$ cat src/hw/vrss_pkg.sv
package vrss_pkg;

  // Clock and timing
  localparam int CLK_PERIOD_NS       = 10;
  localparam int DELAY_STEP_NS       = 500000;
  localparam int DELAY_STEP_CYC      = DELAY_STEP_NS / CLK_PERIOD_NS;
  localparam int SS_STEP0_NS         = 62500;
  localparam int SS_BASE_CYC         = SS_STEP0_NS / CLK_PERIOD_NS;
  localparam int CHANGE_NS           = 250000;
  localparam int CHANGE_CYC          = CHANGE_NS / CLK_PERIOD_NS;
  localparam int PG_STATIC_NS        = 200;
  localparam int PG_STATIC_CYC       = PG_STATIC_NS / CLK_PERIOD_NS;
  localparam int CROWBAR_STATIC_NS   = 400;
  localparam int CROWBAR_STATIC_CYC  = CROWBAR_STATIC_NS / CLK_PERIOD_NS;
  localparam int DETECT_CYC          = 6;

  // Reference codes in 6.25 mV steps
  localparam logic [9:0] BOOT_CODE   = 10'h0a8;
  localparam logic [9:0] UV_BASE     = 10'h050;
  localparam logic [9:0] OV_BASE     = 10'h030;
  localparam logic [9:0] WIN_STEP    = 10'h008;

  // Setting reset values
  localparam logic [2:0] DELAY_CODE_RST = 3'h3;
  localparam logic [2:0] SLOPE_CODE_RST = 3'h2;
  localparam logic [2:0] UV_CODE_RST    = 3'h0;
  localparam logic [1:0] OV_CODE_RST    = 2'h0;

  typedef enum logic [3:0] {
    ST_IDLE,
    ST_FIRST_DELAY,
    ST_PHASE_DETECT,
    ST_BOOT_RAMP,
    ST_BOOT_HOLD,
    ST_FINAL_RAMP,
    ST_MASK,
    ST_GOOD_BLANK,
    ST_RUN
  } vrss_state_t;

endpackage

$ cat src/hw/vrss_sequencer.sv
// Function
// - Idle until enable high and lockout released, then one delay timer cycle.
// - First delay length comes from delay setting, default 2 ms.
// - First six clocks of soft-start keep PWM blanked for phase detection.
// - After detection, ramp the reference up to the 1.05 V boot voltage.
// - Hold boot voltage for a second delay timer cycle, same setting.
// - Processor settles code during hold; device samples it, ramps up or down.
// - After final ramp and masking interval, third timer cycle blanks power-good.
// - Undervoltage code 000 puts threshold 500 mV below reference.
// - Undervoltage code 111 puts threshold 150 mV below reference.
// - Overvoltage code 00 puts threshold 300 mV above reference.
// - Overvoltage code 11 puts threshold 150 mV above reference.
// - Crowbar trip follows overvoltage setting, 300 down to 150 mV.
// - Power-good qualification: timer in soft-start, 250 us changing, 200 ns static.
// - Crowbar waits 250 us while code changes, 400 ns when static.
// - Delay code 000..111 selects 0.5 to 4 ms, default 011.
// - Slope code 000..111 selects 0.1 to 1.5 V/ms, default 010.
// - Ramps move the reference in 6.25 mV steps to target.
// - First output low in detection; tied-high outputs go high impedance after.
`timescale 1ns/10ps
`default_nettype none
module vrss_sequencer
  import vrss_pkg::*;
#(
  parameter int DELAY_STEP  = DELAY_STEP_CYC,
  parameter int SS_BASE     = SS_BASE_CYC,
  parameter int CHANGE_WAIT = CHANGE_CYC
)
(
  input  wire logic       clk_sys_i,
  input  wire logic       resetn_i,
  input  wire logic       enable_i,
  input  wire logic       supply_lockout_i,
  input  wire logic       cfg_wr_i,
  input  wire logic [2:0] delay_code_i,
  input  wire logic [2:0] slope_code_i,
  input  wire logic [2:0] power_good_low_threshold_i,
  input  wire logic [1:0] power_good_high_threshold_i,
  input  wire logic [7:0] cpu_voltage_code_i,
  input  wire logic [9:0] sense_code_i,
  input  wire logic [2:0] phase_tied_high_i,
  output logic [9:0]      ref_code_o,
  output logic [3:0]      pwm_run_o,
  output logic [2:0]      pwm_hiz_o,
  output logic            power_good_out_o,
  output logic            crowbar_o,
  output vrss_state_t     state_o
);
  vrss_state_t state_reg;
  logic [2:0]  delay_code_reg;
  logic [2:0]  slope_code_reg;
  logic [2:0]  uv_code_reg;
  logic [1:0]  ov_code_reg;
  logic [9:0]  ref_reg;
  logic [9:0]  target_reg;
  logic [2:0]  hiz_reg;
  logic [2:0]  detect_cnt_reg;
  logic [15:0] step_cnt_reg;
  logic [15:0] mask_cnt_reg;
  logic [15:0] uv_cnt_reg;
  logic [15:0] ov_cnt_reg;
  logic        pg_reg;
  logic        crowbar_reg;
  logic        tmr_load;
  logic        tmr_done;
  logic [23:0] delay_cyc;
  logic        abort;
  logic        ramping;
  logic        step_tick;
  logic        changing;
  logic        uv_fault;
  logic        ov_fault;
  logic [15:0] pg_qual;
  logic [15:0] cb_qual;

  function automatic logic [23:0] delay_cycles(input logic [2:0] code);
    delay_cycles = 24'((int'(code) + 1) * DELAY_STEP);
  endfunction

  function automatic logic [15:0] step_cycles(input logic [2:0] code);
    step_cycles = 16'(SS_BASE / (2 * int'(code) + 1));
  endfunction

  // Settings; a new delay code takes effect at the next timer load, slope at the next step, thresholds at once
  always_ff @(posedge clk_sys_i or negedge resetn_i)
  begin
    if (!resetn_i)
    begin
      delay_code_reg <= DELAY_CODE_RST;
      slope_code_reg <= SLOPE_CODE_RST;
      uv_code_reg    <= UV_CODE_RST;
      ov_code_reg    <= OV_CODE_RST;
    end
    else if (cfg_wr_i)
    begin
      delay_code_reg <= delay_code_i;
      slope_code_reg <= slope_code_i;
      uv_code_reg    <= power_good_low_threshold_i;
      ov_code_reg    <= power_good_high_threshold_i;
    end
  end

  assign abort     = !enable_i || supply_lockout_i;
  assign delay_cyc = delay_cycles(delay_code_reg);
  assign ramping   = (state_reg == ST_BOOT_RAMP) || (state_reg == ST_FINAL_RAMP)
                     || (state_reg == ST_RUN);
  assign step_tick = ramping && (step_cnt_reg == 16'h0) && (ref_reg != target_reg);
  assign changing  = (ref_reg != target_reg) || (mask_cnt_reg != 16'h0);

  // One shared delay timer serves first delay, boot hold and good blanking
  assign tmr_load = !abort && (((state_reg == ST_IDLE))
                    || (state_reg == ST_BOOT_RAMP && ref_reg == target_reg)
                    || (state_reg == ST_MASK && mask_cnt_reg == 16'h0));

  vrss_timer u_timer
  (
    .clk_sys_i (clk_sys_i),
    .resetn_i  (resetn_i),
    .load_i    (tmr_load),
    .count_i   (delay_cyc),
    .done_o    (tmr_done),
    .busy_o    ()
  );

  always_ff @(posedge clk_sys_i or negedge resetn_i)
  begin
    if (!resetn_i)
      state_reg <= ST_IDLE;
    else if (abort)
      state_reg <= ST_IDLE;
    else
    begin
      unique case (state_reg)
        ST_IDLE:         state_reg <= ST_FIRST_DELAY;
        ST_FIRST_DELAY:  if (tmr_done) state_reg <= ST_PHASE_DETECT;
        ST_PHASE_DETECT: if (detect_cnt_reg == 3'(DETECT_CYC - 1))
                           state_reg <= ST_BOOT_RAMP;
        ST_BOOT_RAMP:    if (ref_reg == target_reg) state_reg <= ST_BOOT_HOLD;
        ST_BOOT_HOLD:    if (tmr_done) state_reg <= ST_FINAL_RAMP;
        ST_FINAL_RAMP:   if (ref_reg == target_reg) state_reg <= ST_MASK;
        ST_MASK:         if (mask_cnt_reg == 16'h0) state_reg <= ST_GOOD_BLANK;
        ST_GOOD_BLANK:   if (tmr_done) state_reg <= ST_RUN;
        ST_RUN:          state_reg <= ST_RUN;
      endcase
    end
  end

  always_ff @(posedge clk_sys_i or negedge resetn_i)
  begin
    if (!resetn_i)
      detect_cnt_reg <= 3'h0;
    else if (state_reg == ST_PHASE_DETECT)
      detect_cnt_reg <= detect_cnt_reg + 3'h1;
    else
      detect_cnt_reg <= 3'h0;
  end

  // Tied-high phases are only known once detection has run its six clocks
  always_ff @(posedge clk_sys_i or negedge resetn_i)
  begin
    if (!resetn_i)
      hiz_reg <= 3'h0;
    else if (state_reg == ST_PHASE_DETECT && detect_cnt_reg == 3'(DETECT_CYC - 1))
      hiz_reg <= phase_tied_high_i;
  end

  // Target: boot voltage first, then the processor code sampled as the hold ends and again every cycle in run
  always_ff @(posedge clk_sys_i or negedge resetn_i)
  begin
    if (!resetn_i)
      target_reg <= 10'h0;
    else if (state_reg == ST_IDLE)
      target_reg <= BOOT_CODE;
    else if ((state_reg == ST_BOOT_HOLD && tmr_done) || state_reg == ST_RUN)
      target_reg <= {2'h0, cpu_voltage_code_i};
  end

  always_ff @(posedge clk_sys_i or negedge resetn_i)
  begin
    if (!resetn_i)
      step_cnt_reg <= 16'h0;
    else if (!ramping || step_cnt_reg == 16'h0)
      step_cnt_reg <= step_cycles(slope_code_reg) - 16'h1;
    else
      step_cnt_reg <= step_cnt_reg - 16'h1;
  end

  always_ff @(posedge clk_sys_i or negedge resetn_i)
  begin
    if (!resetn_i)
      ref_reg <= 10'h0;
    else if (abort || state_reg == ST_IDLE)
      ref_reg <= 10'h0;
    else if (step_tick && ref_reg < target_reg)
      ref_reg <= ref_reg + 10'h1;
    else if (step_tick)
      ref_reg <= ref_reg - 10'h1;
  end

  // Masking reloads on every step, so it ends a full interval after the last one
  always_ff @(posedge clk_sys_i or negedge resetn_i)
  begin
    if (!resetn_i)
      mask_cnt_reg <= 16'h0;
    else if (state_reg == ST_FINAL_RAMP || (state_reg == ST_RUN && step_tick))
      mask_cnt_reg <= 16'(CHANGE_WAIT);
    else if (mask_cnt_reg != 16'h0)
      mask_cnt_reg <= mask_cnt_reg - 16'h1;
  end

  // Window in 6.25 mV steps: 8 steps per code is 50 mV
  assign uv_fault = ({1'b0, sense_code_i} + {1'b0, UV_BASE})
                    < ({1'b0, ref_reg} + {1'b0, 10'(uv_code_reg) * WIN_STEP});
  assign ov_fault = {1'b0, sense_code_i} > ({1'b0, ref_reg} + {1'b0, OV_BASE}
                    - {1'b0, 10'(ov_code_reg) * WIN_STEP});
  assign pg_qual  = changing ? 16'(CHANGE_WAIT) : 16'(PG_STATIC_CYC);
  assign cb_qual  = changing ? 16'(CHANGE_WAIT) : 16'(CROWBAR_STATIC_CYC);

  always_ff @(posedge clk_sys_i or negedge resetn_i)
  begin
    if (!resetn_i)
    begin
      uv_cnt_reg <= 16'h0;
      ov_cnt_reg <= 16'h0;
    end
    else
    begin
      uv_cnt_reg <= (uv_fault || ov_fault) ? uv_cnt_reg + {15'h0, uv_cnt_reg != 16'hffff}
                                           : 16'h0;
      ov_cnt_reg <= (ov_fault && ramping) ? ov_cnt_reg + {15'h0, ov_cnt_reg != 16'hffff}
                                          : 16'h0;
    end
  end

  // During soft-start power-good is simply held low until blanking ends
  always_ff @(posedge clk_sys_i or negedge resetn_i)
  begin
    if (!resetn_i)
      pg_reg <= 1'b0;
    else if (abort || state_reg != ST_RUN)
      pg_reg <= 1'b0;
    else
      pg_reg <= (uv_cnt_reg < pg_qual);
  end

  // Crowbar latches until the next abort; restart is the only way out
  always_ff @(posedge clk_sys_i or negedge resetn_i)
  begin
    if (!resetn_i)
      crowbar_reg <= 1'b0;
    else if (abort)
      crowbar_reg <= 1'b0;
    else if (ov_cnt_reg >= cb_qual)
      crowbar_reg <= 1'b1;
  end

  assign ref_code_o       = ref_reg;
  assign power_good_out_o = pg_reg;
  assign crowbar_o        = crowbar_reg;
  assign state_o          = state_reg;
  assign pwm_hiz_o        = hiz_reg;
  assign pwm_run_o        = (ramping && !crowbar_reg && !abort)
                            ? {~hiz_reg, 1'b1} : 4'h0;

  property p_start_delay;
    @(posedge clk_sys_i) disable iff (!resetn_i)
    (state_reg == ST_IDLE && !abort) |=> state_reg == ST_FIRST_DELAY;
  endproperty
  a_start_delay: assert property (p_start_delay) else $error("no first delay");

  property p_detect_len;
    @(posedge clk_sys_i) disable iff (!resetn_i || abort)
    $rose(state_reg == ST_PHASE_DETECT) |-> (pwm_run_o == 4'h0) [*6];
  endproperty
  a_detect_len: assert property (p_detect_len) else $error("detect not blanked");

  property p_boot_target;
    @(posedge clk_sys_i) disable iff (!resetn_i)
    $rose(state_reg == ST_BOOT_HOLD) |-> ref_reg == BOOT_CODE;
  endproperty
  a_boot_target: assert property (p_boot_target) else $error("boot level wrong");

  property p_step_size;
    @(posedge clk_sys_i) disable iff (!resetn_i || abort || state_reg == ST_IDLE)
    ref_reg != $past(ref_reg) |-> (ref_reg - $past(ref_reg) == 10'h1)
                                  || ($past(ref_reg) - ref_reg == 10'h1);
  endproperty
  a_step_size: assert property (p_step_size) else $error("ramp step not one");

  property p_sample_code;
    @(posedge clk_sys_i) disable iff (!resetn_i || abort)
    (state_reg == ST_BOOT_HOLD && tmr_done) |=> target_reg == {2'h0, $past(cpu_voltage_code_i)};
  endproperty
  a_sample_code: assert property (p_sample_code) else $error("code not sampled");

  property p_pg_abort;
    @(posedge clk_sys_i) disable iff (!resetn_i)
    abort |=> !power_good_out_o && !crowbar_o && state_reg == ST_IDLE;
  endproperty
  a_pg_abort: assert property (p_pg_abort) else $error("abort not honoured");

  property p_pg_only_run;
    @(posedge clk_sys_i) disable iff (!resetn_i)
    power_good_out_o |-> $past(state_reg) == ST_RUN;
  endproperty
  a_pg_only_run: assert property (p_pg_only_run) else $error("good before run");

  property p_crowbar_off;
    @(posedge clk_sys_i) disable iff (!resetn_i)
    crowbar_o |-> pwm_run_o == 4'h0;
  endproperty
  a_crowbar_off: assert property (p_crowbar_off) else $error("pwm on in crowbar");

  property p_hiz_masked;
    @(posedge clk_sys_i) disable iff (!resetn_i)
    (pwm_run_o[3:1] & pwm_hiz_o) == 3'h0;
  endproperty
  a_hiz_masked: assert property (p_hiz_masked) else $error("tied phase driven");

  c_reach_run:  cover property (@(posedge clk_sys_i) $rose(state_reg == ST_RUN));
  c_crowbar:    cover property (@(posedge clk_sys_i) $rose(crowbar_o));
  c_pg_drop:    cover property (@(posedge clk_sys_i) $fell(power_good_out_o) && enable_i);
  c_ramp_down:  cover property (@(posedge clk_sys_i) state_reg == ST_FINAL_RAMP
                                && ref_reg > target_reg);
endmodule
`default_nettype wire

$ cat src/hw/vrss_timer.sv
`timescale 1ns/10ps
`default_nettype none
module vrss_timer
(
  input  wire logic        clk_sys_i,
  input  wire logic        resetn_i,
  input  wire logic        load_i,
  input  wire logic [23:0] count_i,
  output logic             done_o,
  output logic             busy_o
);
  logic [23:0] cnt_reg;

  // A load of N gives done exactly N cycles later; load wins over a running count
  always_ff @(posedge clk_sys_i or negedge resetn_i)
  begin
    if (!resetn_i)
      cnt_reg <= 24'h0;
    else if (load_i)
      cnt_reg <= count_i;
    else if (cnt_reg != 24'h0)
      cnt_reg <= cnt_reg - 24'h1;
  end

  assign done_o = (cnt_reg == 24'h1) && !load_i;
  assign busy_o = (cnt_reg != 24'h0);
endmodule
`default_nettype wire

$ cat config.mk
export PLATFORM = sky130hd
export DESIGN_NAME = vrss_sequencer
export DESIGN_NICKNAME = d
export VERILOG_FILES = /design/src/hw/vrss_pkg.sv /design/src/hw/vrss_sequencer.sv /design/src/hw/vrss_timer.sv
export SDC_FILE = /design/constraint.sdc
export NUM_CORES = 1
export LEC_CHECK = 0
export BUFFER_PORTS_ARGS = -buffer_cell sky130_fd_sc_hd__clkbuf_2
export CORE_MARGIN = 5
export CORE_UTILIZATION = 45
export DETAILED_ROUTE_END_ITERATION = 10
export PLACE_DENSITY_LB_ADDON = 0.2
export SYNTH_ARGS = -nofsm -noshare
export SYNTH_HDL_FRONTEND = slang
export SYNTH_SLANG_ARGS = --single-unit
$ cat constraint.sdc
create_clock -name clk_sys_i -period 18.9 [get_ports clk_sys_i]
set_input_delay 0.945 -clock clk_sys_i [delete_from_list [all_inputs] [get_ports clk_sys_i]]
set_output_delay 0.945 -clock clk_sys_i [all_outputs]
set_load 0.05 [all_outputs]
== Word-level counts from Yosys, hierarchy flattened ==
Index checks and enable logic that the tools add are counted.
Storage, ports and cells
  RAM bits: 0
  register bits: 131
  logic and storage cells: 130
  bits in read-only memories: 0
  memories: 0
  input port bits: 37
  latch bits: 0
  output and inout bits: 23
Cells by class
  equal/unequal tests: 22
  shift operators: 0
  bitwise operators: 1
  magnitude comparators: 5
  multiplexer cells: 28
  reduce and logical (&&, ||, !) cells: 41
  divide/modulo/power cells: 1
  multiply operators: 1
  $add $sub $neg: 15
Operators with widths (count)
  $mux W16: 5
  $mux W10: 5
  $mux W24: 2
  $sub A16 B1 Y16 const B: 3
  $mux W4: 9
  $pmux W4 S9: 1
  $add A16 B1 Y16: 2
  $div A14 B32 Y32 const A: 1
  $logic_not A16 Y1: 2
  $ne A16 B16 Y1 const B: 2
  $mux W15: 2
  $eq A24 B1 Y1 const B: 1
  $reduce_bool A24 Y1: 1
  $sub A24 B1 Y24 const B: 1
  $eq A4 B3 Y1 const B: 4
  $ge A16 B15 Y1: 1
  $lt A16 B15 Y1: 1
  $mul A4 B12 Y16 const B: 1
  $reduce_bool A16 Y1: 1
  $ne A3 B3 Y1 const B: 5
  $logic_and A1 B1 Y1: 13
  $logic_or A1 B1 Y1: 12
  $add A10 B6 Y11: 1
  $add A10 B6 Y11 const B: 1
  26 further kinds: 37

== Longest topological paths before layout ==
Gate-level depths: netlist (run 1).
  depth after elaboration: 11
  gate-level depth with buffers: 102
  gate-level depth less buffers: 97

== Modules after synthesis ==
Synthesis (run 1) repeated with hierarchy kept, for this count alone.
Second synthesis, totals
  cells, all modules: 1872
  area, all modules: 14940.6 um^2
Modules (own cells, without submodules)
  vrss_sequencer: cells each 1720, times used 1, area an instance 13536.7 um^2, seq. area each 2631.3 um^2
  vrss_timer: cells each 152, times used 1, area an instance 1403.8 um^2, seq. area each 600.6 um^2

== Worst setup path before layout (run 1) ==
OpenSTA, ideal clock, no wires.
  path kind: register to register
  from: register slope_code_reg[0]
  to: register step_cnt_reg[8]
  library setup time: 0.136 ns
  stages on the path, launching flop included: 99
  setup slack: -1.930 ns
  data arrival time: 20.694 ns
  path buffers: 4
  required time: 18.764 ns
  period minus slack after synthesis: 20.830 ns
  path through: dfrtp_1 buf_6 clkbuf_1 inv_1 ha_1 nor4b_2 ha_1 o21a_1 a211oi_1 nor2_1 ha_1 a21o_1 nor2_1 mux2_2 ha_1 a21oi_1 nand2_1 a21oi_1 [63 not listed] and4_1 nand4b_1 nor3_4 nor2_1 a21oi_1 ha_1 a21oi_1 nand4_1 nor4_1 o211ai_1 a211oi_2 a31oi_2 inv_1 ha_1 nand2_1 nor3_1 xnor2_1 a21oi_1
Between the ends
  longest elaborated chain between the ends: 4
Ends and longest elaborated chain
  from (decl): RTL line vrss_sequencer.sv:51  | logic [2:0] slope_code_reg;
  from (signal assigned): RTL line vrss_sequencer.sv:97  | slope_code_reg <= slope_code_i;
  $add A4 B1 Y5: RTL line vrss_sequencer.sv:81  | step_cycles = 16'(SS_BASE / (2 * int'(code) + 1));
  $div A14 B32 Y32: RTL line vrss_sequencer.sv:81
  $sub A16 B1 Y16: RTL line vrss_sequencer.sv:183  | step_cnt_reg <= step_cycles(slope_code_reg) - 16'h1;
  $mux W16: RTL line vrss_sequencer.sv:182  | else if (!ramping || step_cnt_reg == 16'h0)
  to (signal assigned): RTL line vrss_sequencer.sv:183
  to (signal assigned): RTL line vrss_sequencer.sv:185  | step_cnt_reg <= step_cnt_reg - 16'h1;
  to (decl): RTL line vrss_sequencer.sv:58  | logic [15:0] step_cnt_reg;
No other way between the ends.
A chain may end at the register's enable or synchronous reset.

== Worst setup path in the final report (run 1) ==
  from: register slope_code_reg[1]
  to: register step_cnt_reg[8]
Same word-level chain as after synthesis.

==> results of run 1 <==
## placed cells by master (no fill, tap or decap), drive strengths merged, types with 26 or more instances in the layout
master  count
a21o       43
a21oi     121
a31oi      35
and2       26
and3       28
buf        92
clkbuf     75
dfrtp     126
ha        133
inv        85
nand2     149
nand3      79
nand4      41
nor2      211
nor3       65
nor4       30
o21ai     100
xnor2      87
xor2       44
## worst max-delay path: cells and delay by family (launching register included)
kind / cells / cell delay, ps
AOI/OAI and AO/OA: 31 / 5390
xor gates and xnor gates: 1 / 130
adders and majority gates: 13 / 3560
buffers and inverters: 6 / 660
DFF: 1 / 550
muxes: 4 / 1130
and+or+nand+nor: 38 / 6370
## logic make-up (layout without fill, tap and decap cells)
group           count (synthesis)  count (layout)  synth area share (%)
fa+ha+maj                     139             139                  12.3
xor+xnor                      131             131                  7.93
compound gates                483             483                  23.1
buf+inv                       121             262                  3.28
mux                            37              37                  2.73
other cells                     1               1                0.0259
simple gates                  779             779                  28.2
flops                         129             129                  22.3
## cell type report
class                           instances  area share, %
Inverter                               80           1.84
Tap cell                              402           3.00
Timing Repair Buffer                  150           5.89
Sequential cell                       129           19.3
Multi-Input combinational cell       1570           66.4
Clock buffer                           17           2.54
Clock inverter                         15           1.01
## final timing paths
check | end | slack (ps) | from
worst max-delay path | step_cnt_reg[8] | 910 | slope_code_reg[1]
worst min-delay path | detect_cnt_reg[0] | 480 | detect_cnt_reg[0]
worst max register to register | step_cnt_reg[8] | 910 | slope_code_reg[1]
worst min register to register | detect_cnt_reg[0] | 480 | detect_cnt_reg[0]
max in group asynchronous | mask_cnt_reg[10] | 17240 | resetn_i
min in group asynchronous | slope_code_reg[0] | 540 | resetn_i
## repair_timing
item                                    CTS  global route
pin swaps                                 7            25
hold buffers                              0             0
buffers inserted                          7            29
resized for setup                         7            36
endpoints found under the setup margin   15            16
## metal layers
metal / up-vias / wire [um]
met5: - / 0
met4: 0 / 753
met3: 69 / 1760
met2: 339 / 19400
met1: 6774 / 20200
li1: 6998 / -
## metrics by stage
step           utilization, %  setup slack, ps  area, um2
2_1_floorplan               -             8.33      14700
3_3_place_gp             49.6            -35.7      15700
3_5_place_dp             49.6             -791      15700
4_1_cts                  51.7             37.0      16400
5_1_grt                  53.0             -148      16800
6_report                 53.0              913      16800
==> report_table.html, run 1 <==
<table>
<tr><th>Metric</th><th>Value</th></tr>
<tr><th colspan="2">GRT</th></tr>
<tr><td>Gr ovfl total</td><td>0</td></tr>
<tr><td>Number of global-route vias before repair</td><td>13730</td></tr>
<tr><td>Global-route met1 utilization</td><td>31.8%</td></tr>
<tr><td>Layer carrying the most global-route usage</td><td>met2</td></tr>
<tr><td>Maximum number of pins on one net before global-route repair</td><td>84</td></tr>
<tr><td>Tot GR Track Use</td><td>23.0%</td></tr>
<tr><td>Met2 usage</td><td>37.8%</td></tr>
<tr><td>Wire length of the first global-routing pass</td><td>68900 um</td></tr>
<tr><td>Met3 demand-to-capacity share in global routing</td><td>3.32%</td></tr>
<tr><td>Antenna violations before repair</td><td>0</td></tr>
<tr><th colspan="2">Clock tree</th></tr>
<tr><td>Worst-Skew Late Latency</td><td>450 ps</td></tr>
<tr><td>CTS Root Cell</td><td>clkbuf_16</td></tr>
<tr><td>Clock buffer count from CTS</td><td>17</td></tr>
<tr><td>Clk pin slew, worst setup/hold paths</td><td>70 ps</td></tr>
<tr><td>Clock tree from TritonCTS</td><td>yes</td></tr>
<tr><td>TritonCTS Sinks</td><td>129</td></tr>
<tr><td># H-tree levels</td><td>4</td></tr>
<tr><td>Number of buffers on the longest clock path</td><td>2</td></tr>
<tr><th colspan="2">Synthesis</th></tr>
<tr><td>Proportion of netlist area held by the largest area contributor</td><td>21.8%</td></tr>
<tr><td>EDFF count, synth</td><td>0</td></tr>
<tr><td>Flip-flop and latch count after synthesis</td><td>129</td></tr>
<tr><td>Gate Count Post-Synth</td><td>1820</td></tr>
<tr><td>Asr flop ratio synth</td><td>100%</td></tr>
<tr><td>Cell types with the highest counts after synthesis</td><td>nor2_1, nand2_1, ha_1, dfrtp_1, a21oi_1</td></tr>
<tr><td>Part of the Yosys area used for sequential elements</td><td>22.3%</td></tr>
<tr><td>Cell types occupying the most area after synthesis</td><td>dfrtp_1, ha_1, nor2_1</td></tr>
<tr><td>Post-synthesis area per instance</td><td>7.95 um2</td></tr>
<tr><td>Dominant synthesized flop cell</td><td>dfrtp_1</td></tr>
<tr><td>Most frequently used cell type in the post-synthesis netlist</td><td>nor2_1</td></tr>
<tr><td>Net count of the mapped netlist</td><td>1996</td></tr>
<tr><td>Post-synth design cell area</td><td>14500 um2</td></tr>
<tr><td>Library cell occupying the most area in the post-synthesis netlist</td><td>dfrtp_1</td></tr>
<tr><td>Unique masters post-synth</td><td>119</td></tr>
<tr><td>Yosys Warn Count</td><td>0</td></tr>
<tr><th colspan="2">Floorplan</th></tr>
<tr><td>Starting density of the core</td><td>45.8%</td></tr>
<tr><td>Area enclosed by the die boundary</td><td>35900 um2</td></tr>
<tr><td>Die boundary height</td><td>189 um</td></tr>
<tr><td>Count of standard-cell rows</td><td>65</td></tr>
<tr><td>I/O pins</td><td>60</td></tr>
<tr><td>Core outline area</td><td>31600 um2</td></tr>
<tr><td>Floorplan die width</td><td>189 um</td></tr>
<tr><th colspan="2">Drt</th></tr>
<tr><td>Post-detailed-route DRC marker count</td><td>0</td></tr>
<tr><td>Total iterations of the first detailed-routing run</td><td>6</td></tr>
<tr><td>Mean routed wirelength per cell</td><td>17.8 um</td></tr>
<tr><td>Antenna-violating nets left</td><td>0</td></tr>
<tr><td>Iteration-0 DRC count of the detailed router</td><td>1010</td></tr>
<tr><td>Via count</td><td>14180</td></tr>
<tr><td>Routed Wire Length</td><td>42100 um</td></tr>
<tr><td>Vias per inst</td><td>6.00</td></tr>
<tr><th colspan="2">Layout</th></tr>
<tr><td>Final-layout fill cell count</td><td>3040</td></tr>
<tr><td>Area used by sequential logic in the layout</td><td>3230 um2</td></tr>
<tr><td>Number of antenna cells inserted</td><td>0</td></tr>
<tr><td>Fraction of layout instances using a drive strength above 1</td><td>16.8%</td></tr>
<tr><td>Area used by multi-input combinational logic</td><td>11100 um2</td></tr>
<tr><td>Cell Count, Final, Fillers Out</td><td>2363</td></tr>
<tr><td>Area delta synth-&gt;final</td><td>15.8%</td></tr>
<tr><td>Net count reported at finish</td><td>2124</td></tr>
<tr><td>Flip-flop count of the largest register, all copies and words added</td><td>24</td></tr>
<tr><th colspan="2">Critical path</th></tr>
<tr><td>Worst Setup Path Type</td><td>flop to flop</td></tr>
<tr><td>Data required time at the worst endpoint</td><td>19210 ps</td></tr>
<tr><td>Nature of the critical path startpoint</td><td>flop</td></tr>
<tr><td>WP data arrival</td><td>18300 ps</td></tr>
<tr><td>Critical-path maximum fanout</td><td>8</td></tr>
<tr><td>R2R cell count</td><td>93</td></tr>
<tr><td>Slowest-stage cell, CP</td><td>dfstp_2</td></tr>
<tr><td>Slowest cell delay on critical path</td><td>550 ps</td></tr>
<tr><td>Most frequent CP cell</td><td>ha_1</td></tr>
<tr><td>Crit path capture type</td><td>flop</td></tr>
<tr><th colspan="2">STA</th></tr>
<tr><td>Final hold vios</td><td>0</td></tr>
<tr><td>Setup-violating endpoint count in the final report</td><td>0</td></tr>
<tr><td>Fraction of the cycle the final worst path needs</td><td>95.2%</td></tr>
<tr><td>Min Clock Period, post-route</td><td>17990 ps</td></tr>
<tr><td>Clock skew</td><td>13.3 ps</td></tr>
<tr><td>Least-Margin Pin Slew</td><td>1150 ps</td></tr>
<tr><td>Fmax achieved</td><td>55.6 MHz</td></tr>
<tr><td>Max_slew headroom</td><td>22.5%</td></tr>
<tr><td>Setup TNS</td><td>0 ps</td></tr>
<tr><td>Worst hold margin</td><td>480 ps</td></tr>
<tr><td>Number of slew-limit violations in the final report</td><td>0</td></tr>
<tr><th colspan="2">Placement</th></tr>
<tr><td>Final estimated routing congestion in global placement</td><td>0.946</td></tr>
<tr><td>Buffers added on ports</td><td>59</td></tr>
<tr><td>Placed cell count</td><td>2295</td></tr>
<tr><td>Post-DP HPWL</td><td>32900 um</td></tr>
<tr><th colspan="2">Hold path</th></tr>
<tr><td>Worst Hold Path Cells</td><td>1</td></tr>
<tr><td>Hold Crit Class</td><td>flop to flop</td></tr>
<tr><th colspan="2">Run status</th></tr>
<tr><td>Outcome</td><td>completed</td></tr>
<tr><th colspan="2">Flow run</th></tr>
<tr><td>Total of max-cap violations</td><td>0</td></tr>
</table>
Power of run 1 is not shown: default switching activity piles up to over one toggle a cycle in this logic, so the estimate is an artifact.
==> inputs of run 2 (changes only) <==
PLACE_DENSITY_LB_ADDON = 0.25   (was 0.2)
SYNTH_HIERARCHICAL = 1   (was default)
==> run 2 against run 1 <==
Net effect: the run now ends with setup timing left; count of clock-buffer cells in the layout grew 1; worst setup slack worse by 990 ps; hold slack got worse by 2.4 ps; global-route usage up 0.37 points; non-clock buffer count grew 65; critical endpoint is now step_cnt_reg[6].
==> report_table.html, run 2 <==
<table>
<tr><th>Metric</th><th>Value</th></tr>
<tr><th colspan="2">Run status</th></tr>
<tr><td>Outcome</td><td>complete, but fails checks</td></tr>
<tr><td>Failing checks</td><td>setup timing</td></tr>
<tr><th colspan="2">Synthesis</th></tr>
<tr><td>Post-synth design cell area</td><td>14900 um2 (+3.2%)</td></tr>
<tr><td>Yosys Warn Count</td><td>6 (+6)</td></tr>
<tr><td>Post-synthesis area per instance</td><td>7.98 um2 (+0.38%)</td></tr>
<tr><td>Gate Count Post-Synth</td><td>1871 (+2.8%)</td></tr>
<tr><th colspan="2">Critical path</th></tr>
<tr><td>Slowest cell delay on critical path</td><td>550 ps (about the same)</td></tr>
<tr><td>Nature of the critical path startpoint</td><td>flop</td></tr>
<tr><td>WP data arrival</td><td>19250 ps (+950 ps)</td></tr>
<tr><td>Worst Setup Path Type</td><td>flop to flop</td></tr>
<tr><td>Most frequent CP cell</td><td>ha_4</td></tr>
<tr><td>Crit path capture type</td><td>flop</td></tr>
<tr><td>Data required time at the worst endpoint</td><td>19170 ps (-40 ps)</td></tr>
<tr><td>Critical-path maximum fanout</td><td>6 (-2)</td></tr>
<tr><td>Slowest-stage cell, CP</td><td>dfstp_2</td></tr>
<tr><th colspan="2">Clock tree</th></tr>
<tr><td>Number of buffers on the longest clock path</td><td>2 (unchanged)</td></tr>
<tr><td>CTS Root Cell</td><td>clkbuf_16</td></tr>
<tr><td>Clock tree from TritonCTS</td><td>yes</td></tr>
<tr><td># H-tree levels</td><td>4 (unchanged)</td></tr>
<tr><td>Worst-Skew Late Latency</td><td>420 ps (-30 ps)</td></tr>
<tr><td>TritonCTS Sinks</td><td>129 (unchanged)</td></tr>
<tr><td># hold bufs at CTS</td><td>0 (unchanged)</td></tr>
<tr><td>Clk pin slew, worst setup/hold paths</td><td>60 ps (about the same)</td></tr>
<tr><td>Clock buffer count from CTS</td><td>17 (unchanged)</td></tr>
<tr><th colspan="2">Layout</th></tr>
<tr><td>Area delta synth-&gt;final</td><td>20.7%</td></tr>
<tr><td>Flip-flop count of the largest register, all copies and words added</td><td>24 (unchanged)</td></tr>
<tr><td>Most common cell after layout, fill and taps aside</td><td>nor2_1</td></tr>
<tr><td>Cell area after layout</td><td>18000 um2 (+7.5%)</td></tr>
<tr><td>Fraction of layout instances using a drive strength above 1</td><td>21.2% (+4.4 points)</td></tr>
<tr><td>Most frequent cells in the layout</td><td>nor2_1, nand2_1, buf_4, dfrtp_1, ha_1</td></tr>
<tr><td>Net count reported at finish</td><td>2237 (+5.3%)</td></tr>
<tr><th colspan="2">Drt</th></tr>
<tr><td>Routed Wire Length</td><td>44400 um (+5.4%)</td></tr>
<tr><td>Antenna-violating nets left</td><td>0 (unchanged)</td></tr>
<tr><td>Mean routed wirelength per cell</td><td>17.6 um (-1.0%)</td></tr>
<tr><td>Vias per inst</td><td>5.95 (-0.89%)</td></tr>
<tr><td>Total iterations of the first detailed-routing run</td><td>6 (unchanged)</td></tr>
<tr><td>Iteration-0 DRC count of the detailed router</td><td>989 (-2.1%)</td></tr>
<tr><td>Post-detailed-route DRC marker count</td><td>0 (unchanged)</td></tr>
<tr><td>Via count</td><td>14970 (+5.6%)</td></tr>
<tr><th colspan="2">STA</th></tr>
<tr><td>Final hold vios</td><td>0 (unchanged)</td></tr>
<tr><td>Fraction of the cycle the final worst path needs</td><td>100% (+5.3 points)</td></tr>
<tr><td>Max_slew headroom</td><td>30.1% (+7.6 points)</td></tr>
<tr><td>Min Clock Period, post-route</td><td>18980 ps (+994 ps)</td></tr>
<tr><td>Least-Margin Pin Slew</td><td>1040 ps (-113 ps)</td></tr>
<tr><td>Final worst slack</td><td>-81.3 ps (-994 ps)</td></tr>
<tr><td>Fmax achieved</td><td>52.7 MHz (-5.2%)</td></tr>
<tr><td>Clock skew</td><td>9.94 ps (-3.37 ps)</td></tr>
<tr><td>Setup-violating endpoint count in the final report</td><td>3 (+3)</td></tr>
<tr><td>Number of slew-limit violations in the final report</td><td>0 (unchanged)</td></tr>
<tr><td>RSZ-0062 raised after global routing</td><td>true</td></tr>
<tr><th colspan="2">Placement</th></tr>
<tr><td>Buffers added on ports</td><td>59 (unchanged)</td></tr>
<tr><td>Final estimated routing congestion in global placement</td><td>0.987 (+4.3%)</td></tr>
<tr><td>Post-DP HPWL</td><td>34200 um (+3.9%)</td></tr>
<tr><td>Post-place instance area</td><td>16700 um2 (+6.7%)</td></tr>
<tr><th colspan="2">Floorplan</th></tr>
<tr><td>I/O pins</td><td>60 (unchanged)</td></tr>
<tr><td>Floorplan die width</td><td>192 um (+1.5%)</td></tr>
<tr><td>Die boundary height</td><td>192 um (+1.5%)</td></tr>
<tr><td>Core outline area</td><td>32600 um2 (+3.1%)</td></tr>
<tr><td>Area enclosed by the die boundary</td><td>36900 um2 (+3.0%)</td></tr>
<tr><td>Count of standard-cell rows</td><td>66 (+1.5%)</td></tr>
<tr><td>Starting density of the core</td><td>45.8% (about the same)</td></tr>
<tr><th colspan="2">Hold path</th></tr>
<tr><td>Hold Crit Class</td><td>flop to flop</td></tr>
<tr><th colspan="2">GRT</th></tr>
<tr><td>Tot GR Track Use</td><td>23.4% (+0.37 points)</td></tr>
<tr><td>Maximum number of pins on one net before global-route repair</td><td>76 (-9.5%)</td></tr>
<tr><td>Gr ovfl total</td><td>0 (unchanged)</td></tr>
<tr><td>Antenna violations before repair</td><td>0 (unchanged)</td></tr>
<tr><td>Number of global-route vias before repair</td><td>14360 (+4.6%)</td></tr>
<tr><td>Wire length of the first global-routing pass</td><td>71600 um (+3.9%)</td></tr>
<tr><th colspan="2">Flow run</th></tr>
<tr><td>Total of max-cap violations</td><td>0 (unchanged)</td></tr>
</table>
==> run 2: cell type report <==
| cell class | count | area [um2] |
|---|---|---|
| clock buffers | 18 | 439 |
| repair buffers | 215 | 1480 |
| fillers | 3014 | 14600 |
| diodes | 1 | 2.50 |
| inverters | 85 | 337 |
| well taps | 442 | 553 |
| multi-input cells | 1613 | 11900 |
| flip-flops and latches | 129 | 3230 |
| clock inverters | 14 | 130 |
==> run 2: path summary, 6_finish.rpt <==
| kind | start | to | slack (ps) | depth (start not counted) |
|---|---|---|---|---|
| min in group asynchronous | resetn_i | ref_code_o[4] | 490 | 1 |
| worst min register to register | target_reg[1] | target_reg[1] | 480 | 2 |
| worst max register to register | slope_code_reg[1] | step_cnt_reg[6] | -80 | 102 |
| max in group asynchronous | resetn_i | step_cnt_reg[10] | 17090 | 2 |
| worst max-delay path | slope_code_reg[1] | step_cnt_reg[6] | -80 | 102 |
| worst min-delay path | target_reg[1] | target_reg[1] | 480 | 2 |
==> run 2: worst max-delay path, delay by kind of cell (launching register included) <==
family / cells / cell delay, ps
flops: 1 / 550
fa+ha+maj: 14 / 3130
buf+inv: 8 / 620
simple gates: 42 / 7460
xor+xnor: 1 / 120
compound gates: 33 / 5840
mux: 4 / 1060
==> run 2: layer usage <==
metal  share of wire [%]  global-route usage (%)  wire length [um]
met1                  44                    30.7             19500
met2                  48                    39.9             21200
met3                 5.1                    2.54              2270
met4                 3.0                    7.95              1350
met5                   0                       0                 0
==> run 2: through the flow <==
step                      cells  setup TNS (ps)  hold slack [ps]  util [%]  worst slack, ps
after floorplan            1879          -23910              439         -            -1810
after global placement     2428               0              462      51.3             89.7
after detailed placement   2428           -2200              472      51.3             -421
after CTS                  2468               0              485      53.3             38.2
after global routing       2516          -11500              510      55.3             -999
final                      2517            -145              477      55.3            -81.3
==> run 2: repair_timing <==
item | CTS | global route
cloned | 0 | 0
gates resized for setup | 3 | 49
pin swaps | 12 | 62
endpoints found under the setup margin | 14 | 16
setup buffers | 8 | 48
Power of run 2 is left out for the same reason.
